==> config.mk <==
export PLATFORM = sky130hd
export DESIGN_NAME = itm_timer
export DESIGN_NICKNAME = d
export VERILOG_FILES = /design/src/rtl/itm_pkg.sv /design/src/rtl/itm_timer.sv
export SDC_FILE = /design/constraint.sdc
export NUM_CORES = 1
export LEC_CHECK = 0
export BUFFER_PORTS_ARGS = -buffer_cell sky130_fd_sc_hd__clkbuf_2
export CORE_MARGIN = 5
export CORE_UTILIZATION = 33
export DETAILED_ROUTE_END_ITERATION = 10
export PLACE_DENSITY = 0.57
export SETUP_SLACK_MARGIN = 0.3
export SKIP_CTS_REPAIR_TIMING = 1
export SKIP_LAST_GASP = 1
export SYNTH_ARGS = -nofsm -noshare
export SYNTH_HDL_FRONTEND = slang
export SYNTH_SLANG_ARGS = --single-unit
==> constraint.sdc <==
create_clock -name hclk -period 3.4 [get_ports hclk]
set_clock_uncertainty 0.05 [all_clocks]
set_input_delay 0.34 -clock hclk [delete_from_list [all_inputs] [get_ports hclk]]
set_output_delay 0.34 -clock hclk [all_outputs]
set_load 0.02 [all_outputs]
==> src/rtl/itm_pkg.sv <==
package itm_pkg;

   localparam logic [7:0] ADDR_CONTROL   = 8'h00;
   localparam logic [7:0] ADDR_STATUS    = 8'h04;
   localparam logic [7:0] ADDR_PRELOAD   = 8'h08;
   localparam logic [7:0] ADDR_COUNT     = 8'h0c;
   localparam logic [7:0] ADDR_PORTC     = 8'h10;
   localparam logic [7:0] ADDR_VECTOR    = 8'h14;

   localparam int CNT_W = 24;
   localparam int PRE_W = 5;

   localparam logic [PRE_W-1:0] PRE_ONES = 5'h1f;
   localparam logic [PRE_W-1:0] PRE_ZERO = 5'h00;
   localparam logic [CNT_W-1:0] CNT_ONE  = 24'h000001;
   localparam logic [CNT_W-1:0] CNT_ZERO = 24'h000000;
   localparam logic [7:0]       VEC_RST  = 8'h0f;
   localparam logic [7:0]       CTRL_RST = 8'h00;

   localparam int CTL_ENABLE = 0;
   localparam int CTL_CLK_LO = 1;
   localparam int CTL_CLK_HI = 2;
   localparam int CTL_ZDCTL  = 4;
   localparam int CTL_TO_LO  = 5;
   localparam int CTL_TO_HI  = 7;
   localparam int STS_ZDFLAG = 0;

   // Pin function, control bits 7:5.
   localparam logic [2:0] PIN_PORTC  = 3'h0;
   localparam logic [2:0] PIN_SQUARE = 3'h2;
   localparam logic [2:0] PIN_IRQ    = 3'h5;
   localparam logic [2:0] PIN_IRQ_B  = 3'h7;

   // Clock source, control bits 2:1.
   localparam logic [1:0] SRC_CLK_PRE = 2'h0;
   localparam logic [1:0] SRC_EN_PRE  = 2'h1;
   localparam logic [1:0] SRC_EXT_PRE = 2'h2;
   localparam logic [1:0] SRC_EXT_RAW = 2'h3;

   typedef enum logic [1:0] {
      ITM_HALT,
      ITM_LOAD,
      ITM_RUN
   } itm_phase_t;

   typedef struct packed {
      logic [7:0]       control;
      logic [CNT_W-1:0] preload;
      logic [CNT_W-1:0] counter;
      logic [PRE_W-1:0] prescale;
      logic [7:0]       vector;
      logic             zero_detect_flag;
      logic             square_level;
      logic             ext_prev;
      itm_phase_t       phase;
      logic             bus_pend;
      logic             bus_write;
      logic [7:0]       bus_addr;
      logic [31:0]      hrdata;
      logic             ack_out;
      logic [7:0]       ack_vec;
   } itm_state_t;

   typedef struct packed {
      logic        hsel;
      logic [31:0] haddr;
      logic [1:0]  htrans;
      logic        hwrite;
      logic [2:0]  hsize;
      logic        hready;
      logic [31:0] hwdata;
   } itm_ahb_in_t;

endpackage

==> src/rtl/itm_timer.sv <==
// The AHB-Lite interface to the registers and the register offsets were left to the implementer.
`timescale 1ns/1ps
module itm_timer (
   input  wire logic                hclk,
   input  wire logic                hresetn,
   input  wire itm_pkg::itm_ahb_in_t ahb_in,
   output logic [31:0]              hrdata,
   output logic                     hreadyout,
   output logic                     hresp,
   input  wire logic                timer_ext_input,
   input  wire logic                timer_ack_input,
   input  wire logic                portc_bit_three_in,
   output logic                     timer_output_pin,
   output logic                     timer_output_oe_n,
   output logic                     bus_transfer_ack,
   output logic [7:0]               ack_vector
);

   itm_pkg::itm_state_t st;
   itm_pkg::itm_state_t next_st;

   logic [2:0]  pin_fn;
   logic [1:0]  src;
   logic        running;
   logic        watchdog;
   logic        irq_mode;
   logic        tick;
   logic        pre_wrap;
   logic        ext_rise;
   logic        zero_hit;
   logic        timer_level;
   logic        clear_req;
   logic        wr_ctrl;
   logic [31:0] rd_word;

   assign pin_fn   = st.control[itm_pkg::CTL_TO_HI:itm_pkg::CTL_TO_LO];
   assign src      = st.control[itm_pkg::CTL_CLK_HI:itm_pkg::CTL_CLK_LO];
   assign irq_mode = (pin_fn == itm_pkg::PIN_IRQ) || (pin_fn == itm_pkg::PIN_IRQ_B);
   // Watchdog pairs the enable-gated source with the interrupt pin function.
   assign watchdog = irq_mode && (src == itm_pkg::SRC_EN_PRE);
   // External enable gates the run state.
   assign running  = st.control[itm_pkg::CTL_ENABLE]
                     && ((src != itm_pkg::SRC_EN_PRE) || timer_ext_input);
   assign ext_rise = timer_ext_input && !st.ext_prev;
   assign pre_wrap = running && (st.prescale == itm_pkg::PRE_ZERO);

   always_comb begin
      tick = 1'b0;
      if (running) begin
         case (src)
            itm_pkg::SRC_EXT_RAW: tick = ext_rise;
            itm_pkg::SRC_EXT_PRE: tick = ext_rise && (st.prescale == itm_pkg::PRE_ZERO);
            default:              tick = pre_wrap;
         endcase
      end
   end

   assign zero_hit = tick && (st.phase == itm_pkg::ITM_RUN)
                     && (st.counter == itm_pkg::CNT_ONE);
   assign timer_level = (pin_fn == itm_pkg::PIN_SQUARE) ? st.square_level
                        : (irq_mode && st.zero_detect_flag);
   assign wr_ctrl   = st.bus_pend && st.bus_write && (st.bus_addr == itm_pkg::ADDR_CONTROL);
   assign clear_req = st.bus_pend && st.bus_write && (st.bus_addr == itm_pkg::ADDR_STATUS)
                      && ahb_in.hwdata[itm_pkg::STS_ZDFLAG];

   always_comb begin
      rd_word = 32'h0000_0000;
      case (ahb_in.haddr[7:0])
         itm_pkg::ADDR_CONTROL: rd_word[7:0] = st.control;
         itm_pkg::ADDR_STATUS:  rd_word[itm_pkg::STS_ZDFLAG] = st.zero_detect_flag;
         itm_pkg::ADDR_PRELOAD: rd_word[itm_pkg::CNT_W-1:0] = st.preload;
         itm_pkg::ADDR_COUNT:   rd_word[itm_pkg::CNT_W-1:0] = st.counter;
         itm_pkg::ADDR_PORTC:   rd_word[0] = (pin_fn == itm_pkg::PIN_PORTC)
                                             ? portc_bit_three_in : timer_level;
         itm_pkg::ADDR_VECTOR:  rd_word[7:0] = st.vector;
         default:               rd_word = 32'h0000_0000;
      endcase
   end

   always_comb begin
      next_st = st;
      next_st.ext_prev = timer_ext_input;
      // Bus data phase completes in one cycle.
      next_st.bus_pend = ahb_in.hsel && ahb_in.hready && ahb_in.htrans[1];
      if (next_st.bus_pend) begin
         next_st.bus_write = ahb_in.hwrite;
         next_st.bus_addr  = ahb_in.haddr[7:0];
         if (!ahb_in.hwrite) begin
            next_st.hrdata = rd_word;
         end
      end
      if (st.bus_pend && st.bus_write) begin
         case (st.bus_addr)
            itm_pkg::ADDR_CONTROL: next_st.control = ahb_in.hwdata[7:0];
            itm_pkg::ADDR_PRELOAD: next_st.preload = ahb_in.hwdata[itm_pkg::CNT_W-1:0];
            itm_pkg::ADDR_VECTOR:  next_st.vector  = ahb_in.hwdata[7:0];
            default:               next_st.vector  = st.vector;
         endcase
      end
      // Square output sits high whenever the timer is not enabled.
      if (!st.control[itm_pkg::CTL_ENABLE] || wr_ctrl) begin
         next_st.square_level = 1'b1;
      end
      if (!running) begin
         next_st.prescale         = itm_pkg::PRE_ONES;
         next_st.zero_detect_flag = 1'b0;
         next_st.phase            = itm_pkg::ITM_LOAD;
      end else begin
         if ((src != itm_pkg::SRC_EXT_RAW)
             && ((src != itm_pkg::SRC_EXT_PRE) || ext_rise)) begin
            next_st.prescale = st.prescale - 5'h01;
         end
         if (tick) begin
            if (st.phase != itm_pkg::ITM_RUN) begin
               next_st.counter = st.preload;
               next_st.phase   = itm_pkg::ITM_RUN;
            end else if ((st.counter == itm_pkg::CNT_ZERO)
                         && !st.control[itm_pkg::CTL_ZDCTL]
                         && !watchdog) begin
               next_st.counter = st.preload;
            end else begin
               next_st.counter = st.counter - itm_pkg::CNT_ONE;
            end
         end
         if (clear_req) begin
            next_st.zero_detect_flag = 1'b0;
         end
         if (zero_hit) begin
            next_st.zero_detect_flag = 1'b1;
            if (pin_fn == itm_pkg::PIN_SQUARE) begin
               next_st.square_level = !st.square_level;
            end
         end
      end
      // Acknowledge answered only for an asserted interrupt request.
      next_st.ack_out = timer_ack_input && irq_mode && st.zero_detect_flag;
      next_st.ack_vec = next_st.ack_out ? st.vector : 8'h00;
   end

   always_ff @(posedge hclk or negedge hresetn) begin
      if (!hresetn) begin
         st                  <= '0;
         st.control          <= itm_pkg::CTRL_RST;
         st.prescale         <= itm_pkg::PRE_ONES;
         st.vector           <= itm_pkg::VEC_RST;
         st.square_level     <= 1'b1;
         st.phase            <= itm_pkg::ITM_HALT;
      end else begin
         st <= next_st;
      end
   end

   assign hrdata            = st.hrdata;
   assign hreadyout         = 1'b1;
   assign hresp             = 1'b0;
   assign timer_output_pin  = timer_level;
   assign timer_output_oe_n = (pin_fn == itm_pkg::PIN_PORTC);
   assign bus_transfer_ack  = st.ack_out;
   assign ack_vector        = st.ack_vec;

endmodule // itm_timer

==> results of run 1 <==
worst register-to-register path: stages, from the launching register on:
cell	delay [ps]
dfrtp_1	410
or3_4	430
or4_1	450
o41a_2	890
mux2i_1	230
a22oi_1	210
power by group through the flow:
stage	registers, mW	logic [mW]	clock network [mW]
6_report	1.93	0.892	1.76
5_1_grt	1.97	0.990	1.86
4_1_cts	1.93	0.902	1.80
3_5_place_dp	1.95	0.895	0
3_3_place_gp	1.93	0.867	0
2_1_floorplan	1.82	0.776	0
worst paths after layout:
check | startpoint | to | slack (ps) | cells after the start
setup / recovery | st[87] | st[82] | 650 | 5
hold / removal | hresetn | bus_transfer_ack | -10 | 1
setup reg to reg | st[87] | st[82] | 650 | 5
hold reg to reg | hrdata[8] | hrdata[8] | 420 | 2
max in group asynchronous | hresetn | st[81] | 2360 | 2
min in group hclk | timer_ext_input | st[53] | 40 | 1
state kept, by name (all words and copies together) (netlist names):
register	count
src	2
st	79
pin_fn	3
hrdata	24
bus_transfer_ack	1
ack_vector	8
logic make-up (layout without fill, tap and decap cells):
| group | Yosys count | count (layout) | share of synthesized area |
|---|---|---|---|
| compound gates | 93 | 93 | 0.1134 |
| other cells | 2 | 10 | 0.001216 |
| fa+ha+maj | 5 | 5 | 0.01013 |
| flops | 117 | 117 | 0.4760 |
| xor+xnor | 4 | 4 | 0.005672 |
| simple gates | 182 | 182 | 0.1495 |
| buf+inv | 88 | 132 | 0.08730 |
| mux | 89 | 89 | 0.1568 |
through the flow:
stage | util | power [mW] | instances | area [µm²]
after floorplan | - | 2.599 | 588 | 6207
after global placement | 0.3491 | 2.801 | 835 | 6486
after global routing | 0.3806 | 4.828 | 866 | 7072
after CTS | 0.3806 | 4.626 | 866 | 7072
after detailed placement | 0.3491 | 2.845 | 835 | 6486
final | 0.3806 | 4.585 | 866 | 7072
cells in the mapped netlist (12+ instances only):
cell,n,area (µm²)
dfrtp_1,107,2678
nand2_1,55,206.5
mux2_2,52,585.6
buf_4,43,322.8
mux2i_1,36,360.4
nor2_1,26,97.59
clkbuf_1,23,86.33
o21ai_0,21,105.1
nor3_1,20,100.1
nand3_1,18,90.09
o31ai_1,16,120.1
inv_1,13,48.80
and2_1,12,75.07
nand4_1,12,75.07
layout make-up:
type | count | share of cell area
multi-input cells | 383 | 0.3859
well taps | 234 | 0.04140
repair buffers | 88 | 0.06723
flip-flops and latches | 117 | 0.4158
clock buffers | 22 | 0.06847
clock inverters | 9 | 0.01433
inverters | 13 | 0.006900
routing by layer:
| metal | global-route usage | vias up | wire length [µm] |
|---|---|---|---|
| met5 | 0 | - | 0 |
| li1 | - | 2123 | - |
| met3 | 0.03979 | 20 | 666 |
| met4 | 0.04657 | 0 | 225 |
| met1 | 0.1680 | 2230 | 6280 |
| met2 | 0.2399 | 80 | 7479 |
==> impl_metrics.csv, run 1 <==
group,metric,value,unit
synthesis,synth_warnings,0,
final_layout,drive_above_1_share,0.3085,
final_layout,antenna_cells,0,
routing,drtIter0Drc,255,
run_status,violations,"hold timing",
power,clock_power_share,0.385,
setup_path,critPathSlowestCell,"o41a_2",
global_routing,grt_overflow,0,
synthesis,synth_area,0.006177,mm²
timing,setup_viol,0,
placement,hpwl,10.37,mm
routing,drt-total-wl,14.65,mm
timing,fin_crit_sh,0.8082,
timing,setup_slack,652.3,ps
routing,ant_nets,0,
power,ir_drop,331.9,µV
global_routing,grt_max_degree,70,
run,maxCapViolations,0,
setup_path,worst-path-buf-inv,0,
final_layout,multi_input_area,0.002729,mm²
clock_tree,cts.clk_slew.worst_paths,50,ps
timing,period_needed,2748,ps
die,io_pins,122,
global_routing,grt_pass1_vias,4667,
global_routing,antenna_found_initial,0,
power,pwr-share-comb,0.195,
setup_path,cp-start-kind,"flop",
setup_path,path_max_fanout,32,
routing,via_count,4453,
setup_path,cpPeakStageDelay,890,ps
routing,wl_per_cell,16.92,µm
timing,rsz0062_at_grt,"false",
run_status,outcome,"complete, but fails checks",
routing,drc,0,
timing,hold_slack,-10.61,ps
placement,place_ws,649.2,ps
clock_tree,cts_tree,"built",
synthesis,synthCells,580,
power,p_per_area,648.3,mW/mm²
routing,viasPerCell,5.142,
power,power.internal,3.196,mW
die,die_area,0.02155,mm²
clock_tree,cts_max_path_buffers,2,
power,power_switching,1.389,mW
final_layout,layout.nets,702,
worst_hold_path,worstHoldPathType,"in2async",
final_layout,layout_commonest_cell,"dfrtp_1",
synthesis,synth-edff-count,0,
final_layout,area_growth,14.48,%
synthesis,async_reset_ff_frac,1.000,
setup_path,path_delay_family,"compound AO/OA/AOI/OAI gates",
timing,slew_headroom,0.3820,
clock_tree,cts_max_level,4,
final_layout,final_cell_mix,"107 x dfrtp_1, 74 x clkbuf_2, 55 x nand2_1",
die,core_area,0.01858,mm²
die,initial_utilization,0.3325,
setup_path,path_cells,"or3_4 > or4_1 > o41a_2 > mux2i_1 > a22oi_1",
clock_tree,clk_latency,410,ps
die,die_h,146.8,µm
global_routing,grt_pass1_wl,24.24,mm
routing,first_pass_iters,6,
timing,tightest_slew,926.9,ps
setup_path,arrival,3020,ps
setup_path,endpoint_kind,"flop",
clock_tree,root_buffer,"clkbuf_16",
setup_path,crit_type,"reg2reg",
timing,fin_setup_tns,0,ps
synthesis,ys_ff_latch,117,
clock_tree,cts_buffers,17,
final_layout,layout.area.seq,0.002940,mm²
global_routing,track_usage,0.1395,
placement,io_buffers,75,
final_layout,fill_cells,1820,
setup_path,cp_data_required_time,3680,ps
placement,place_congestion,0.8548,
clock_tree,clock_sink_count,117,
timing,fmax,363.9,MHz
synthesis,yosys_most_used_dff,"dfrtp_1",
timing,timing_max_transition_violations_final,0,
power,p_leak,3.084,nW
synthesis,yosysUniqueCellTypes,54,
power,p_sw_frac,0.3030,
die,rows,50,
timing,finalHoldViolations,9,
synthesis,syn_avg_cell_area,10.65,µm²
synthesis,seq_area_frac_synth,0.4760,
die,die_x,146.8,µm
power,pwr-share-seq,0.421,
No activity file was read; power rests on OpenSTA's default activity.
==> run 2: changes to the inputs <==
Settings changed: PLACE_DENSITY 0.57 to 0.59.
Clock period 3.4 ns to 2.5 ns, I/O delays scaled along.
==> run 2 against run 1 <==
The run now ends clean; combinational power is 76% higher; die area stayed put; critical path depth increased by 2; final area increased by 6.7%; utilization rose by 2.6 points; total power rose by 50%; final cell count is 4.0% higher; register-to-register slack lost 540 ps; flip-flop and latch count stayed put; sequential share of layout area shrank 2.6 points; first-iteration DRC count grew 11%; global-route usage increased by 0.45 points; critical endpoint is now st[78]; largest power group is now clock; highest routed layer unchanged.
==> impl_metrics.csv, run 2 (same netlist as run 1, synthesis figures left out) <==
group,metric,value,unit
run_status,outcome,"finished clean",
timing,period_needed,2389,ps
power,clock_power_share,0.396,
routing,via_count,4641,
worst_hold_path,worstHoldPathType,"in2reg",
timing,fin_crit_sh,0.9555,
power,power_switching,2.052,mW
final_layout,regMostFlops,"st",
routing,first_pass_iters,5,
timing,setup_viol,0,
setup_path,endpoint_kind,"flop",
clock_tree,root_buffer,"clkbuf_16",
timing,fmax,418.6,MHz
power,power.internal,4.803,mW
placement,hpwl,10.67,mm
final_layout,fill_cells,1753,
power,p_leak,3.302,nW
timing,tightest_slew,852.8,ps
die,core_area,0.01858,mm²
placement,place_congestion,0.8329,
power,ir_drop,564.3,µV
global_routing,grt_overflow,0,
routing,viasPerCell,5.151,
global_routing,grt_pass1_vias,4772,
routing,drc,0,
clock_tree,clock_sink_count,117,
setup_path,r2r_slack,110,ps
die,die_area,0.02155,mm²
timing,slew_headroom,0.4271,
final_layout,drive_above_1_share,0.3493,
final_layout,area_growth,22.20,%
routing,drt-total-wl,15.26,mm
clock_tree,clk_latency,420,ps
final_layout,antenna_cells,0,
routing,drtIter0Drc,283,
setup_path,path_max_fanout,9,
timing,rsz0062_at_grt,"true",
placement,io_buffers,75,
die,io_pins,122,
timing,hold_slack,8.530,ps
global_routing,antenna_found_initial,0,
final_layout,layout_commonest_cell,"dfrtp_1",
setup_path,cp-start-kind,"flop",
setup_path,crit_type,"reg2reg",
timing,finalHoldViolations,0,
timing,timing_max_transition_violations_final,0,
global_routing,track_usage,0.1440,
power,p_per_area,908.1,mW/mm²
final_layout,final_cell_mix,"107 x dfrtp_1, 74 x clkbuf_2, 55 x nand2_1",
die,rows,50,
clock_tree,cts_max_path_buffers,2,
power,pwr-share-comb,0.229,
run,maxCapViolations,0,
clock_tree,cts_buffers,17,
die,die_x,146.8,µm
routing,wl_per_cell,16.94,µm
clock_tree,cts.clk_slew.worst_paths,50,ps
routing,ant_nets,0,
power,p_sw_frac,0.2993,
timing,fin_setup_tns,0,ps
final_layout,largest_reg_flops,79,
setup_path,cp_data_required_time,2740,ps
setup_path,arrival,2630,ps
global_routing,grt_pass1_wl,24.92,mm
die,initial_utilization,0.3325,
die,die_h,146.8,µm
clock_tree,cts_max_level,4,
power,pwr-share-seq,0.376,
final_layout,layout.nets,736,
clock_tree,cts_tree,"built",
global_routing,grt_max_degree,75,
## run 2: power by group through the flow
stage | combinational [mW] | sequential, mW | clock, mW
4_1_cts | 1.42 | 2.57 | 2.76
3_3_place_gp | 1.36 | 2.57 | 0
3_5_place_dp | 1.40 | 2.59 | 0
5_1_grt | 1.72 | 2.62 | 2.86
6_report | 1.57 | 2.57 | 2.71
2_1_floorplan | 1.07 | 2.48 | 0
## run 2: cell type report
class                      count  area, µm²  area share
timing repair buffer         122      819.5      0.1086
multi-input combinational    383       2785      0.3690
clock inverter                14      222.7     0.02950
clock buffer                  18      439.2     0.05818
sequential                   117       2940      0.3895
tap                          234      292.8     0.03879
inverter                      13      48.80    0.006464
## run 2: critical path, stage by stage, from the launching register on
cell and delay (ps):
dfrtp_1 410, or3_4 390, or4_4 440, buf_4 180
o41ai_4 340, buf_6 190, o21ai_0 110, o2bb2ai_1 150
## run 2: through the flow
step | util | cell area (µm²) | setup slack, ps | power (mW) | instances
after floorplan | - | 6225 | 100.1 | 3.552 | 588
after global placement | 0.3595 | 6680 | 138.7 | 3.930 | 854
after detailed placement | 0.3595 | 6680 | 107.0 | 3.996 | 854
after CTS | 0.3952 | 7342 | 84.04 | 6.738 | 886
after global routing | 0.4063 | 7548 | 47.87 | 7.206 | 901
final | 0.4063 | 7548 | 111.2 | 6.855 | 901
## run 2: final timing paths
| check | to | cells past startpoint | startpoint |
|---|---|---|---|
| worst max-delay path | st[78] | 7 | st[87] |
| worst min-delay path | st[107] | 2 | ahb_in[14] |
| worst max register to register | st[78] | 7 | st[87] |
| worst min register to register | st[52] | 2 | st[52] |
| max in group asynchronous | st[87] | 3 | hresetn |
| min in group asynchronous | ack_vector[7] | 2 | hresetn |
## run 2: metal layers
layer / vias up / track usage / wire length, µm
li1: 2210 / - / -
met1: 2298 / 0.1757 / 6598
met2: 110 / 0.2372 / 7577
met3: 23 / 0.04195 / 800
met4: 0 / 0.06256 / 287
met5: - / 0 / 0
